--- config.mk ---
export PLATFORM = sky130hd
export DESIGN_NAME = cpu_alu_shift_datapath
export DESIGN_NICKNAME = d
export VERILOG_FILES = /design/src/alu_divider.v /design/src/cpu_alu_shift_datapath.v
export VERILOG_INCLUDE_DIRS = /design/src
export SDC_FILE = /design/constraint.sdc
export NUM_CORES = 2
export LEC_CHECK = 0
export BUFFER_PORTS_ARGS = -buffer_cell sky130_fd_sc_hd__buf_2
export CORE_MARGIN = 2
export CORE_UTILIZATION = 45
export DETAILED_ROUTE_END_ITERATION = 8
export PLACE_DENSITY = 0.57
export REMOVE_ABC_BUFFERS = 1
export SLEW_MARGIN = 20
export SYNTH_ARGS = -nofsm -noshare
export SYNTH_HDL_FRONTEND = slang
export SYNTH_HIERARCHICAL = 1
export SYNTH_SLANG_ARGS = --single-unit
--- constraint.sdc ---
create_clock -name clk_sys_i -period 37.4 [get_ports clk_sys_i]
set_input_delay 11.22 -clock clk_sys_i [delete_from_list [all_inputs] [get_ports clk_sys_i]]
set_output_delay 11.22 -clock clk_sys_i [all_outputs]
set_load 0.05 [all_outputs]
--- src/cpu_alu_regs.vh ---
// Constants of the integer execution datapath
`ifndef CPU_ALU_REGS_VH
`define CPU_ALU_REGS_VH

// ----------------------------------------------------------------
// Operand sizes
// ----------------------------------------------------------------
`define SZ_BYTE 2'h0
`define SZ_WORD 2'h1
`define SZ_LONG 2'h2

// ----------------------------------------------------------------
// Operation codes
// ----------------------------------------------------------------
`define OP_ADD 5'h00
`define OP_SUB 5'h01
`define OP_ADD_WITH_CARRY 5'h02
`define OP_SUBTRACT_WITH_CARRY 5'h03
`define OP_STEP_UP 5'h04
`define OP_STEP_DOWN 5'h05
`define OP_ADD_SMALL_CONST_LONG 5'h06
`define OP_SUBTRACT_SMALL_CONST_LONG 5'h07
`define OP_DECIMAL_ADJUST_AFTER_ADD 5'h08
`define OP_DECIMAL_ADJUST_AFTER_SUB 5'h09
`define OP_UNSIGNED_MULTIPLY 5'h0a
`define OP_SIGNED_MULTIPLY 5'h0b
`define OP_UNSIGNED_DIVIDE 5'h0c
`define OP_AND 5'h0d
`define OP_OR 5'h0e
`define OP_XOR 5'h0f
`define OP_NOT 5'h10
`define OP_ARITH_SHIFT_LEFT 5'h11
`define OP_ARITH_SHIFT_RIGHT 5'h12
`define OP_LOGIC_SHIFT_LEFT 5'h13
`define OP_LOGIC_SHIFT_RIGHT 5'h14
`define OP_ROTATE_LEFT 5'h15
`define OP_ROTATE_RIGHT 5'h16
`define OP_ROTATE_LEFT_THRU_CARRY 5'h17
`define OP_ROTATE_RIGHT_THRU_CARRY 5'h18

// ----------------------------------------------------------------
// Flag register fields and reset value
// ----------------------------------------------------------------
`define FLAG_C 0
`define FLAG_V 1
`define FLAG_Z 2
`define FLAG_N 3
`define FLAG_H 5
`define FLAG_I 7
`define FLAG_RESET 8'h80

// ----------------------------------------------------------------
// Decimal adjust constants
// ----------------------------------------------------------------
`define BCD_ADJ_LO 8'h06
`define BCD_ADJ_HI 8'h60
`define BCD_MAX_BYTE 8'h99
`define BCD_MAX_DIGIT 4'h9

`endif

--- src/alu_divider.v ---
// Restoring unsigned divider, one quotient bit per clock
`timescale 1ns/100ps

module alu_divider #(
    parameter W = 16
) (
    input wire clk_sys_i,
    input wire sys_rst_i,
    input wire start_i,
    input wire [2*W-1:0] dividend_i,
    input wire [W-1:0] divisor_i,
    output reg busy_o,
    output reg done_o,
    output wire [W-1:0] quotient_o,
    output wire [W-1:0] remainder_o
);

    reg [2*W:0] acc_q;
    reg [2*W:0] acc_d;
    reg [5:0] cnt_q;

    // ------------------------------------------------------------
    // One shift and trial subtraction
    // ------------------------------------------------------------
    always @* begin
        acc_d = {acc_q[2*W-1:0], 1'b0};
        if (acc_d[2*W:W] >= {1'b0, divisor_i}) begin
            acc_d[2*W:W] = acc_d[2*W:W] - {1'b0, divisor_i};
            acc_d[0] = 1'b1;
        end
    end

    always @(posedge clk_sys_i) begin
        if (sys_rst_i) begin
            acc_q <= {(2*W+1){1'b0}};
            cnt_q <= 6'h00;
            busy_o <= 1'b0;
            done_o <= 1'b0;
        end else begin
            done_o <= 1'b0;
            if (start_i && !busy_o) begin
                acc_q <= {1'b0, dividend_i};
                cnt_q <= W[5:0];
                busy_o <= 1'b1;
            end else if (busy_o) begin
                acc_q <= acc_d;
                cnt_q <= cnt_q - 6'h01;
                if (cnt_q == 6'h01) begin
                    busy_o <= 1'b0;
                    done_o <= 1'b1;
                end
            end
        end
    end

    assign quotient_o = acc_q[W-1:0];
    assign remainder_o = acc_q[2*W-1:W];

endmodule

--- src/cpu_alu_shift_datapath.v ---
// Integer execution datapath with its general register file
`timescale 1ns/100ps
`include "cpu_alu_regs.vh"

// Function
// - Sixteen general registers of 16 bits feed and receive datapath results.
// - Add or subtract register or literal, byte/word/long; no byte literal subtract.
// - Byte-only add and subtract with carry, register or literal operand.
// - Step up or down by 1 or 2; bytes by 1 only.
// - Add or subtract 1, 2 or 4 on a 32-bit register only.
// - Decimal adjust a byte after add or subtract using the flags.
// - Unsigned multiply 8x8 to 16 or 16x16 to 32 bits.
// - Signed multiply with the same operand and product widths.
// - Unsigned divide 16/8 or 32/16 giving quotient and remainder.
// - Bitwise AND with register or literal, any size.
// - Bitwise OR with register or literal, any size.
// - Bitwise exclusive OR with register or literal, any size.
// - One's complement of a register, any size.
// - Arithmetic shift by one; right shift keeps the sign bit.
// - Logical shift by one, vacated bit gets zero.
// - Rotate by one, leaving bit re-enters at other end.
// - Rotate by one through the carry flag.
module cpu_alu_shift_datapath #(
    parameter NREG = 16,
    parameter DW = 16
) (
    input wire clk_sys_i,
    input wire sys_rst_i,
    input wire op_valid_i,
    input wire [4:0] op_code_i,
    input wire [1:0] op_size_i,
    input wire [3:0] dst_reg_i,
    input wire [3:0] source_reg_i,
    input wire use_literal_i,
    input wire [31:0] literal_operand_i,
    input wire [2:0] step_amt_i,
    input wire load_en_i,
    input wire [3:0] load_reg_i,
    input wire [15:0] load_data_i,
    input wire flag_load_en_i,
    input wire [7:0] flag_load_i,
    input wire [3:0] peek_reg_i,
    output reg [15:0] peek_data_o,
    output reg [7:0] flag_register_o,
    output reg [31:0] result_o,
    output reg busy_o,
    output reg done_o,
    output reg illegal_o
);

    localparam ST_IDLE = 2'b01;
    localparam ST_DIV = 2'b10;

    reg [DW-1:0] regs [0:NREG-1];
    reg [1:0] state_q, div_sz_q;
    reg [3:0] div_dst_q;

    reg [1:0] dsz, fsz, wr_sz;
    reg [3:0] wr_idx;
    reg [7:0] ccr_d;
    reg [31:0] mk, a_val, b_val, bb, res, nzv, wr_val;
    reg [32:0] raw;
    reg sub, cin, upd_nz, upd_v, upd_c, upd_h, vf, cf, hf, wr, bad;
    reg adj_lo, adj_hi, fill, wr_go;
    integer i;

    wire take = op_valid_i && !busy_o && state_q == ST_IDLE;
    wire div_busy, div_done;
    wire [15:0] div_quo, div_rem;

    // ------------------------------------------------------------
    // Size helpers
    // ------------------------------------------------------------
    function [31:0] size_mask(input [1:0] s);
        case (s)
            `SZ_BYTE: size_mask = 32'h000000ff;
            `SZ_WORD: size_mask = 32'h0000ffff;
            default: size_mask = 32'hffffffff;
        endcase
    endfunction

    function [31:0] top_bit(input [1:0] s);
        top_bit = size_mask(s) & ~(size_mask(s) >> 1);
    endfunction

    function msb_of(input [31:0] v, input [1:0] s);
        msb_of = |(v & top_bit(s));
    endfunction

    function [31:0] set_msb(input [31:0] v, input [1:0] s, input b);
        set_msb = b ? v | top_bit(s) : v & ~top_bit(s);
    endfunction

    function carry_at(input [32:0] v, input [1:0] s);
        carry_at = |(v & {top_bit(s), 1'b0});
    endfunction

    function half_at(input [32:0] v, input [1:0] s);
        half_at = |(v[31:0] & (top_bit(s) >> 3));
    endfunction

    // ------------------------------------------------------------
    // Operand fetch
    // ------------------------------------------------------------
    always @* begin
        dsz = op_size_i + {1'b0, op_code_i >= `OP_UNSIGNED_MULTIPLY &&
            op_code_i <= `OP_UNSIGNED_DIVIDE};
        mk = size_mask(op_size_i);
        case (dsz)
            `SZ_BYTE: a_val = dst_reg_i[3] ?
                {24'h000000, regs[{1'b0, dst_reg_i[2:0]}][7:0]} :
                {24'h000000, regs[{1'b0, dst_reg_i[2:0]}][15:8]};
            `SZ_WORD: a_val = {16'h0000, regs[dst_reg_i]};
            default: a_val = {regs[{1'b1, dst_reg_i[2:0]}],
                regs[{1'b0, dst_reg_i[2:0]}]};
        endcase
        if (use_literal_i)
            b_val = literal_operand_i & mk;
        else
            case (op_size_i)
                `SZ_BYTE: b_val = source_reg_i[3] ?
                    {24'h000000, regs[{1'b0, source_reg_i[2:0]}][7:0]} :
                    {24'h000000, regs[{1'b0, source_reg_i[2:0]}][15:8]};
                `SZ_WORD: b_val = {16'h0000, regs[source_reg_i]};
                default: b_val = {regs[{1'b1, source_reg_i[2:0]}],
                    regs[{1'b0, source_reg_i[2:0]}]};
            endcase
    end

    wire [15:0] mul_ub = a_val[7:0] * b_val[7:0];
    wire signed [15:0] mul_sb = $signed(a_val[7:0]) * $signed(b_val[7:0]);
    wire [31:0] mul_uw = a_val[15:0] * b_val[15:0];
    wire signed [31:0] mul_sw =
        $signed(a_val[15:0]) * $signed(b_val[15:0]);

    // ------------------------------------------------------------
    // Execute
    // ------------------------------------------------------------
    always @* begin
        sub = op_code_i[0] && op_code_i <= `OP_SUBTRACT_SMALL_CONST_LONG;
        cin = (op_code_i | 5'h01) == `OP_SUBTRACT_WITH_CARRY &&
            flag_register_o[`FLAG_C];
        bb = op_code_i[4:2] == 3'h1 ? {29'h0, step_amt_i} : b_val & mk;
        raw = sub ? {1'b0, a_val} - {1'b0, bb} - {32'h00000000, cin} :
            {1'b0, a_val} + {1'b0, bb} + {32'h00000000, cin};
        res = raw[31:0] & mk;
        nzv = res;
        fsz = op_size_i;
        {upd_nz, upd_v, upd_c, upd_h} = 4'he;
        vf = 1'b0;
        cf = carry_at(raw ^ {1'b0, a_val} ^ {1'b0, bb}, op_size_i);
        hf = half_at(raw ^ {1'b0, a_val} ^ {1'b0, bb}, op_size_i);
        wr = 1'b1;
        bad = op_size_i == 2'h3;
        {adj_lo, adj_hi, fill} = 3'h0;
        case (op_code_i)
            `OP_ADD, `OP_SUB, `OP_ADD_WITH_CARRY,
            `OP_SUBTRACT_WITH_CARRY: begin
                if (op_code_i[1])
                    bad = op_size_i != `SZ_BYTE;
                else
                    bad = bad || (sub && use_literal_i &&
                        op_size_i == `SZ_BYTE);
                upd_h = 1'b1;
                vf = (msb_of(a_val, op_size_i) ^ sub ^
                    msb_of(bb, op_size_i)) == 1'b0 &&
                    msb_of(res, op_size_i) != msb_of(a_val, op_size_i);
            end
            `OP_STEP_UP, `OP_STEP_DOWN: begin
                bad = bad || !(step_amt_i == 3'h1 ||
                    (step_amt_i == 3'h2 && op_size_i != `SZ_BYTE));
                upd_c = 1'b0;
                vf = (msb_of(a_val, op_size_i) ^ sub) == 1'b0 &&
                    msb_of(res, op_size_i) != msb_of(a_val, op_size_i);
            end
            `OP_ADD_SMALL_CONST_LONG, `OP_SUBTRACT_SMALL_CONST_LONG: begin
                bad = op_size_i != `SZ_LONG || !(step_amt_i == 3'h1 ||
                    step_amt_i == 3'h2 || step_amt_i == 3'h4);
                {upd_nz, upd_v, upd_c} = 3'h0;
            end
            `OP_DECIMAL_ADJUST_AFTER_ADD, `OP_DECIMAL_ADJUST_AFTER_SUB: begin
                bad = op_size_i != `SZ_BYTE;
                adj_lo = flag_register_o[`FLAG_H] ||
                    (!op_code_i[0] && a_val[3:0] > `BCD_MAX_DIGIT);
                adj_hi = flag_register_o[`FLAG_C] ||
                    (!op_code_i[0] && a_val[7:0] > `BCD_MAX_BYTE);
                res = {24'h000000, (adj_hi ? `BCD_ADJ_HI : 8'h00) |
                    (adj_lo ? `BCD_ADJ_LO : 8'h00)};
                res = (op_code_i[0] ? a_val - res : a_val + res) & mk;
                cf = adj_hi;
                nzv = res;
            end
            `OP_UNSIGNED_MULTIPLY, `OP_SIGNED_MULTIPLY: begin
                bad = bad || op_size_i == `SZ_LONG;
                if (op_code_i[0])
                    res = op_size_i == `SZ_BYTE ? {16'h0000, mul_sb} : mul_sw;
                else
                    res = op_size_i == `SZ_BYTE ? {16'h0000, mul_ub} : mul_uw;
                nzv = res;
                fsz = dsz;
                {upd_nz, upd_v, upd_c} = {op_code_i[0], 2'h0};
            end
            `OP_UNSIGNED_DIVIDE: begin
                bad = bad || op_size_i == `SZ_LONG;
                wr = 1'b0;
                nzv = b_val;
                {upd_v, upd_c} = 2'h0;
            end
            `OP_AND, `OP_OR, `OP_XOR, `OP_NOT: begin
                case (op_code_i)
                    `OP_AND: res = a_val & bb;
                    `OP_OR: res = a_val | bb;
                    `OP_XOR: res = a_val ^ bb;
                    default: res = ~a_val & mk;
                endcase
                nzv = res;
                upd_c = 1'b0;
            end
            `OP_ARITH_SHIFT_LEFT, `OP_LOGIC_SHIFT_LEFT, `OP_ROTATE_LEFT,
            `OP_ROTATE_LEFT_THRU_CARRY: begin
                cf = msb_of(a_val, op_size_i);
                res = ((a_val << 1) & mk) | {31'h00000000,
                    (op_code_i == `OP_ROTATE_LEFT && cf) ||
                    (op_code_i == `OP_ROTATE_LEFT_THRU_CARRY &&
                    flag_register_o[`FLAG_C])};
                vf = op_code_i == `OP_ARITH_SHIFT_LEFT &&
                    msb_of(res, op_size_i) != cf;
                nzv = res;
            end
            `OP_ARITH_SHIFT_RIGHT, `OP_LOGIC_SHIFT_RIGHT, `OP_ROTATE_RIGHT,
            `OP_ROTATE_RIGHT_THRU_CARRY: begin
                cf = a_val[0];
                if (op_code_i == `OP_ARITH_SHIFT_RIGHT)
                    fill = msb_of(a_val, op_size_i);
                else if (op_code_i == `OP_ROTATE_RIGHT)
                    fill = a_val[0];
                else if (op_code_i == `OP_ROTATE_RIGHT_THRU_CARRY)
                    fill = flag_register_o[`FLAG_C];
                res = set_msb(a_val >> 1, op_size_i, fill);
                nzv = res;
            end
            default: bad = 1'b1;
        endcase
        ccr_d = flag_register_o;
        if (upd_nz) begin
            ccr_d[`FLAG_N] = msb_of(nzv, fsz);
            ccr_d[`FLAG_Z] = (nzv & size_mask(fsz)) == 32'h00000000;
        end
        if (upd_v)
            ccr_d[`FLAG_V] = vf;
        if (upd_c)
            ccr_d[`FLAG_C] = cf;
        if (upd_h)
            ccr_d[`FLAG_H] = hf;
    end

    // ------------------------------------------------------------
    // Divider
    // ------------------------------------------------------------
    alu_divider #(
        .W(16)
    ) u_div (
        .clk_sys_i(clk_sys_i),
        .sys_rst_i(sys_rst_i),
        .start_i(take && !bad && op_code_i == `OP_UNSIGNED_DIVIDE),
        .dividend_i(a_val),
        .divisor_i(b_val[15:0]),
        .busy_o(div_busy),
        .done_o(div_done),
        .quotient_o(div_quo),
        .remainder_o(div_rem)
    );

    // ------------------------------------------------------------
    // Write-back selection
    // ------------------------------------------------------------
    always @* begin
        if (state_q == ST_DIV) begin
            wr_go = div_done;
            wr_idx = div_dst_q;
            wr_sz = div_sz_q;
            wr_val = div_sz_q == `SZ_WORD ?
                {16'h0000, div_rem[7:0], div_quo[7:0]} : {div_rem, div_quo};
        end else begin
            wr_go = take && !bad && wr;
            wr_idx = dst_reg_i;
            wr_sz = dsz;
            wr_val = res;
        end
    end

    // ------------------------------------------------------------
    // Register file, flags and control
    // ------------------------------------------------------------
    always @(posedge clk_sys_i) begin
        if (sys_rst_i) begin
            for (i = 0; i < NREG; i = i + 1)
                regs[i] <= {DW{1'b0}};
            state_q <= ST_IDLE;
            div_dst_q <= 4'h0;
            div_sz_q <= `SZ_BYTE;
            peek_data_o <= 16'h0000;
            flag_register_o <= `FLAG_RESET;
            result_o <= 32'h00000000;
            busy_o <= 1'b0;
            done_o <= 1'b0;
            illegal_o <= 1'b0;
        end else begin
            peek_data_o <= regs[peek_reg_i];
            done_o <= 1'b0;
            illegal_o <= 1'b0;
            if (load_en_i)
                regs[load_reg_i] <= load_data_i;
            if (flag_load_en_i)
                flag_register_o <= flag_load_i;
            if (wr_go) begin
                case (wr_sz)
                    `SZ_BYTE: begin
                        if (wr_idx[3])
                            regs[{1'b0, wr_idx[2:0]}][7:0] <= wr_val[7:0];
                        else
                            regs[{1'b0, wr_idx[2:0]}][15:8] <= wr_val[7:0];
                    end
                    `SZ_WORD: regs[wr_idx] <= wr_val[15:0];
                    default: begin
                        regs[{1'b0, wr_idx[2:0]}] <= wr_val[15:0];
                        regs[{1'b1, wr_idx[2:0]}] <= wr_val[31:16];
                    end
                endcase
                result_o <= wr_val;
            end
            case (state_q)
                ST_IDLE: begin
                    if (take) begin
                        if (bad) begin
                            illegal_o <= 1'b1;
                            done_o <= 1'b1;
                        end else begin
                            flag_register_o <= ccr_d;
                            if (op_code_i == `OP_UNSIGNED_DIVIDE) begin
                                state_q <= ST_DIV;
                                busy_o <= 1'b1;
                                div_dst_q <= dst_reg_i;
                                div_sz_q <= dsz;
                            end else
                                done_o <= 1'b1;
                        end
                    end
                end
                ST_DIV: begin
                    if (div_done && !div_busy) begin
                        state_q <= ST_IDLE;
                        busy_o <= 1'b0;
                        done_o <= 1'b1;
                    end
                end
                default: state_q <= ST_IDLE;
            endcase
        end
    end

endmodule

==> flow_metrics.py <==
metrics = {
    "yosys": {
        "synth_flop_cell": "edfxtp_1",
        "yosysSeqAreaShare_pct": 18.1,
        "ys_warn_count": 6,
        "netlist.area_leader.share_pct": 16.8,
        "ys_ff_latch": 363,
        "synthTopCellsByArea": "fa_1 (17%), edfxtp_1 (14%), ha_1 (8.9%)",
        "synth_area_leader_cell": "fa_1",
        "async_reset_ff_share_pct": 0,
        "synth_cells": 6247,
        "synth-edff-count": 256,
        "avgSynthCellArea_um2": 8.69,
        "synth_cell_types": 108,
        "syn_area_um2": 54300,
    },
    "clocking": {
        "cts.sinks": 363,
        "clkTransAtPathRegs_ns": 0.07,
        "hold_buffers": 0,
        "clk_latency_ns": 0.64,
        "cts_inserted_buffers": 41,
        "cts_buffer_depth": 3,
        "root_buffer": "clkbuf_16",
        "post_cts_buffers": 0,
        "ctsResizeCount": 0,
        "cts_tree": "done",
        "htreeDepth": 2,
    },
    "sta": {
        "fin_skew_ns": 0.0633,
        "setup_viol": 0,
        "period_needed_ns": 23.44,
        "hold_viol": 0,
        "timing.final.ws_setup_ns": 13.96,
        "rsz0062_at_grt": "no",
        "setup-tns-final_ns": 0,
        "timing.final.crit_share_pct": 62.7,
        "relSlewSlack_pct": 15.5,
        "finalMaxSlewViolations": 0,
        "timing.fmax_mhz": 42.7,
        "worstMarginPinSlew_ns": 1.23,
    },
    "route": {
        "vias": 51200,
        "ant_nets": 0,
        "vias_per_cell": 6.54,
        "routed_wl_mm": 250,
        "dr.pass1.iters": 8,
        "drt_iter0_markers": 6466,
        "wl_per_cell_um": 31.9,
        "drc_errors": 0,
    },
    "finish": {
        "multi_input_area_um2": 39900,
        "layout-drive-gt1-share_pct": 11.9,
        "layout.nets": 7122,
        "regArea_um2": 9830,
        "stdcell_area_um2": 58100,
        "fillCellCount": 11700,
        "area_growth_syn_to_layout_pct": 7.11,
    },
    "setup_path": {
        "worstPathArrival_ns": 23.75,
        "slowest_delay_ns": 0.81,
        "critPathLaunchType": "input port",
        "critPathSlowestCell": "a31oi_1",
        "critPathCaptureType": "flip-flop",
        "r2r_cells": 29,
        "cp_num_cells": 37,
        "path_class": "input port to flip-flop",
        "worstPathRequired_ns": 37.71,
        "cp_top_family": "compound AO/OA/AOI/OAI gates",
        "path_max_fanout": 43,
        "path_buf_inv": 9,
    },
    "power": {
        "powerDensity_nw_per_um2": 76.1,
        "ir_drop_v": 0.000165,
        "finalPower_w": 0.00442,
        "leakagePower_nw": 25.3,
    },
    "floorplanning": {
        "die_h_um": 351,
        "ioPinCount": 147,
        "fp.dieW_um": 351,
        "fp-row-count": 127,
        "core_area_um2": 120000,
        "dieArea_um2": 123000,
        "initial_core_util_pct": 45.3,
    },
    "job": {
        "drv_cap": 0,
    },
    "placement": {
        "port_buffers": 146,
        "hpwl_mm": 192,
        "pre_cts_slack_ns": 13.68,
        "gp_congestion": 1.04,
        "placedInstanceArea_um2": 56700,
    },
    "grt": {
        "grt_usage_pct": 40.1,
        "grt_max_degree": 58,
        "gr-total-overflow": 0,
        "grt_pass1_vias": 50000,
        "antenna_found_initial": 15,
        "grt_pass1_wl_mm": 355,
    },
    "worst_hold_path": {
        "whs_path_depth": 2,
        "hold_class": "flip-flop to flip-flop",
    },
    "outcome": {
        "outcome": "finished clean",
    },
}
## cell usage after synthesis, types with 13 or more instances
| cell type | instances |
|---|---|
| inv_1 | 783 |
| nor2_1 | 570 |
| nand2_1 | 554 |
| fa_1 | 456 |
| ha_1 | 388 |
| o21ai_0 | 380 |
| a21oi_1 | 345 |
| clkbuf_1 | 307 |
| edfxtp_1 | 256 |
| nand3_1 | 242 |
| mux4_2 | 189 |
| mux2i_1 | 145 |
| xnor2_1 | 116 |
| a31oi_1 | 108 |
| dfxtp_1 | 107 |
| a21o_1 | 92 |
| nor3_1 | 69 |
| nand2b_1 | 65 |
| xor2_1 | 60 |
| mux2_2 | 57 |
| a211oi_1 | 56 |
| o211ai_1 | 53 |
| o22ai_1 | 53 |
| o21a_1 | 49 |
| and2_1 | 46 |
| buf_1 | 43 |
| or3_1 | 35 |
| buf_2 | 34 |
| a311oi_1 | 32 |
| nor2b_1 | 30 |
| a221oi_1 | 29 |
| nand4_1 | 29 |
| o221ai_1 | 29 |
| and3_1 | 27 |
| a22oi_1 | 23 |
| o21bai_1 | 23 |
| nor4_1 | 20 |
| or2_2 | 19 |
| o31ai_1 | 17 |
| a211o_1 | 14 |
| a221o_1 | 14 |
| nor3b_1 | 13 |
| o21ai_1 | 13 |
## where the power goes
group / switching, W / total [W] / internal (W)
combinational: 0.00230 / 0.00353 / 0.00122
sequential: 0.0000162 / 0.000468 / 0.000451
clock: 0.000202 / 0.000428 / 0.000227
total: 0.00252 / 0.00442 / 0.00190
## area by class of cell
class,count,share of cell area (%)
multi-input combinational,4679,68.7
antenna,4,0.0172
clock inverter,30,0.497
timing repair buffer,308,3.37
inverter,797,5.15
clock buffer,46,1.85
tap,1612,3.47
sequential,363,16.9
## path summary, 6_finish.rpt
path | start | to | slack (ns)
worst max-delay path | op_code_i[1] | regs[10][15]$_DFFE_PP_ | 13.96
worst min-delay path | result_o[21]$_SDFFE_PP0P_ | result_o[21]$_SDFFE_PP0P_ | 0.45
worst max register to register | regs[7][11]$_DFFE_PP_ | regs[10][15]$_DFFE_PP_ | 25.52
worst min register to register | result_o[21]$_SDFFE_PP0P_ | result_o[21]$_SDFFE_PP0P_ | 0.45
## registers in the layout, summed over array words and instances, names as in the netlist
register,flops
div_dst_q,4
u_div/acc_q,32
illegal_o,1
div_sz_q,2
busy_o,1
u_div/done_o,1
u_div/cnt_q,6
flag_register_o,8
peek_data_o,16
result_o,32
regs,256
state_q,2
u_div/busy_o,1
done_o,1
## cell families after synthesis
group / synth area share (%)
adders and majority gates: 25.8
and+or+nand+nor: 14.8
buffers and inverters: 8.71
DFF: 18.1
xor gates and xnor gates: 2.84
muxes: 11.7
AOI/OAI and AO/OA: 18.0
## placed cells by master, fill, tap and decap left out, types with 92 or more instances in the layout
master	instances
a31oi_1	107
a21o_1	92
dfxtp_1	106
mux2i_1	144
ha_1	387
nand3_1	242
inv_1	783
nor2_1	566
edfxtp_1	256
xnor2_1	115
fa_1	456
a21oi_1	344
buf_2	141
o21ai_0	380
nand2_1	551
mux4_2	189
buf_4	167
## worst register-to-register path, delay by kind of cell, from the launching register on
kind / cells / cell delay, ns
AOI/OAI and AO/OA: 8 / 3.37
DFF: 1 / 0.43
adders and majority gates: 7 / 3.20
and+or+nand+nor: 5 / 2.16
muxes: 3 / 1.46
buffers and inverters: 6 / 0.99
## layer usage
layer	up-vias	wire length, um	track usage [%]
met5	-	108	0
met4	18	21900	28.6
met3	933	26500	9.28
met2	3337	111000	62.9
met1	25100	90800	48.7
li1	21800	-	-
## through the flow
step | utilization, % | instances | hold WS (ns)
finish | 48.5 | 7839 | 0.450
global route | 48.5 | 7836 | 0.469
CTS | 48.5 | 7835 | 0.452
detailed placement | 47.4 | 7759 | 0.443
global placement | 47.4 | 7759 | 0.436
floorplan | - | 5839 | 0.464
No activity file was read; power rests on OpenSTA's default activity.
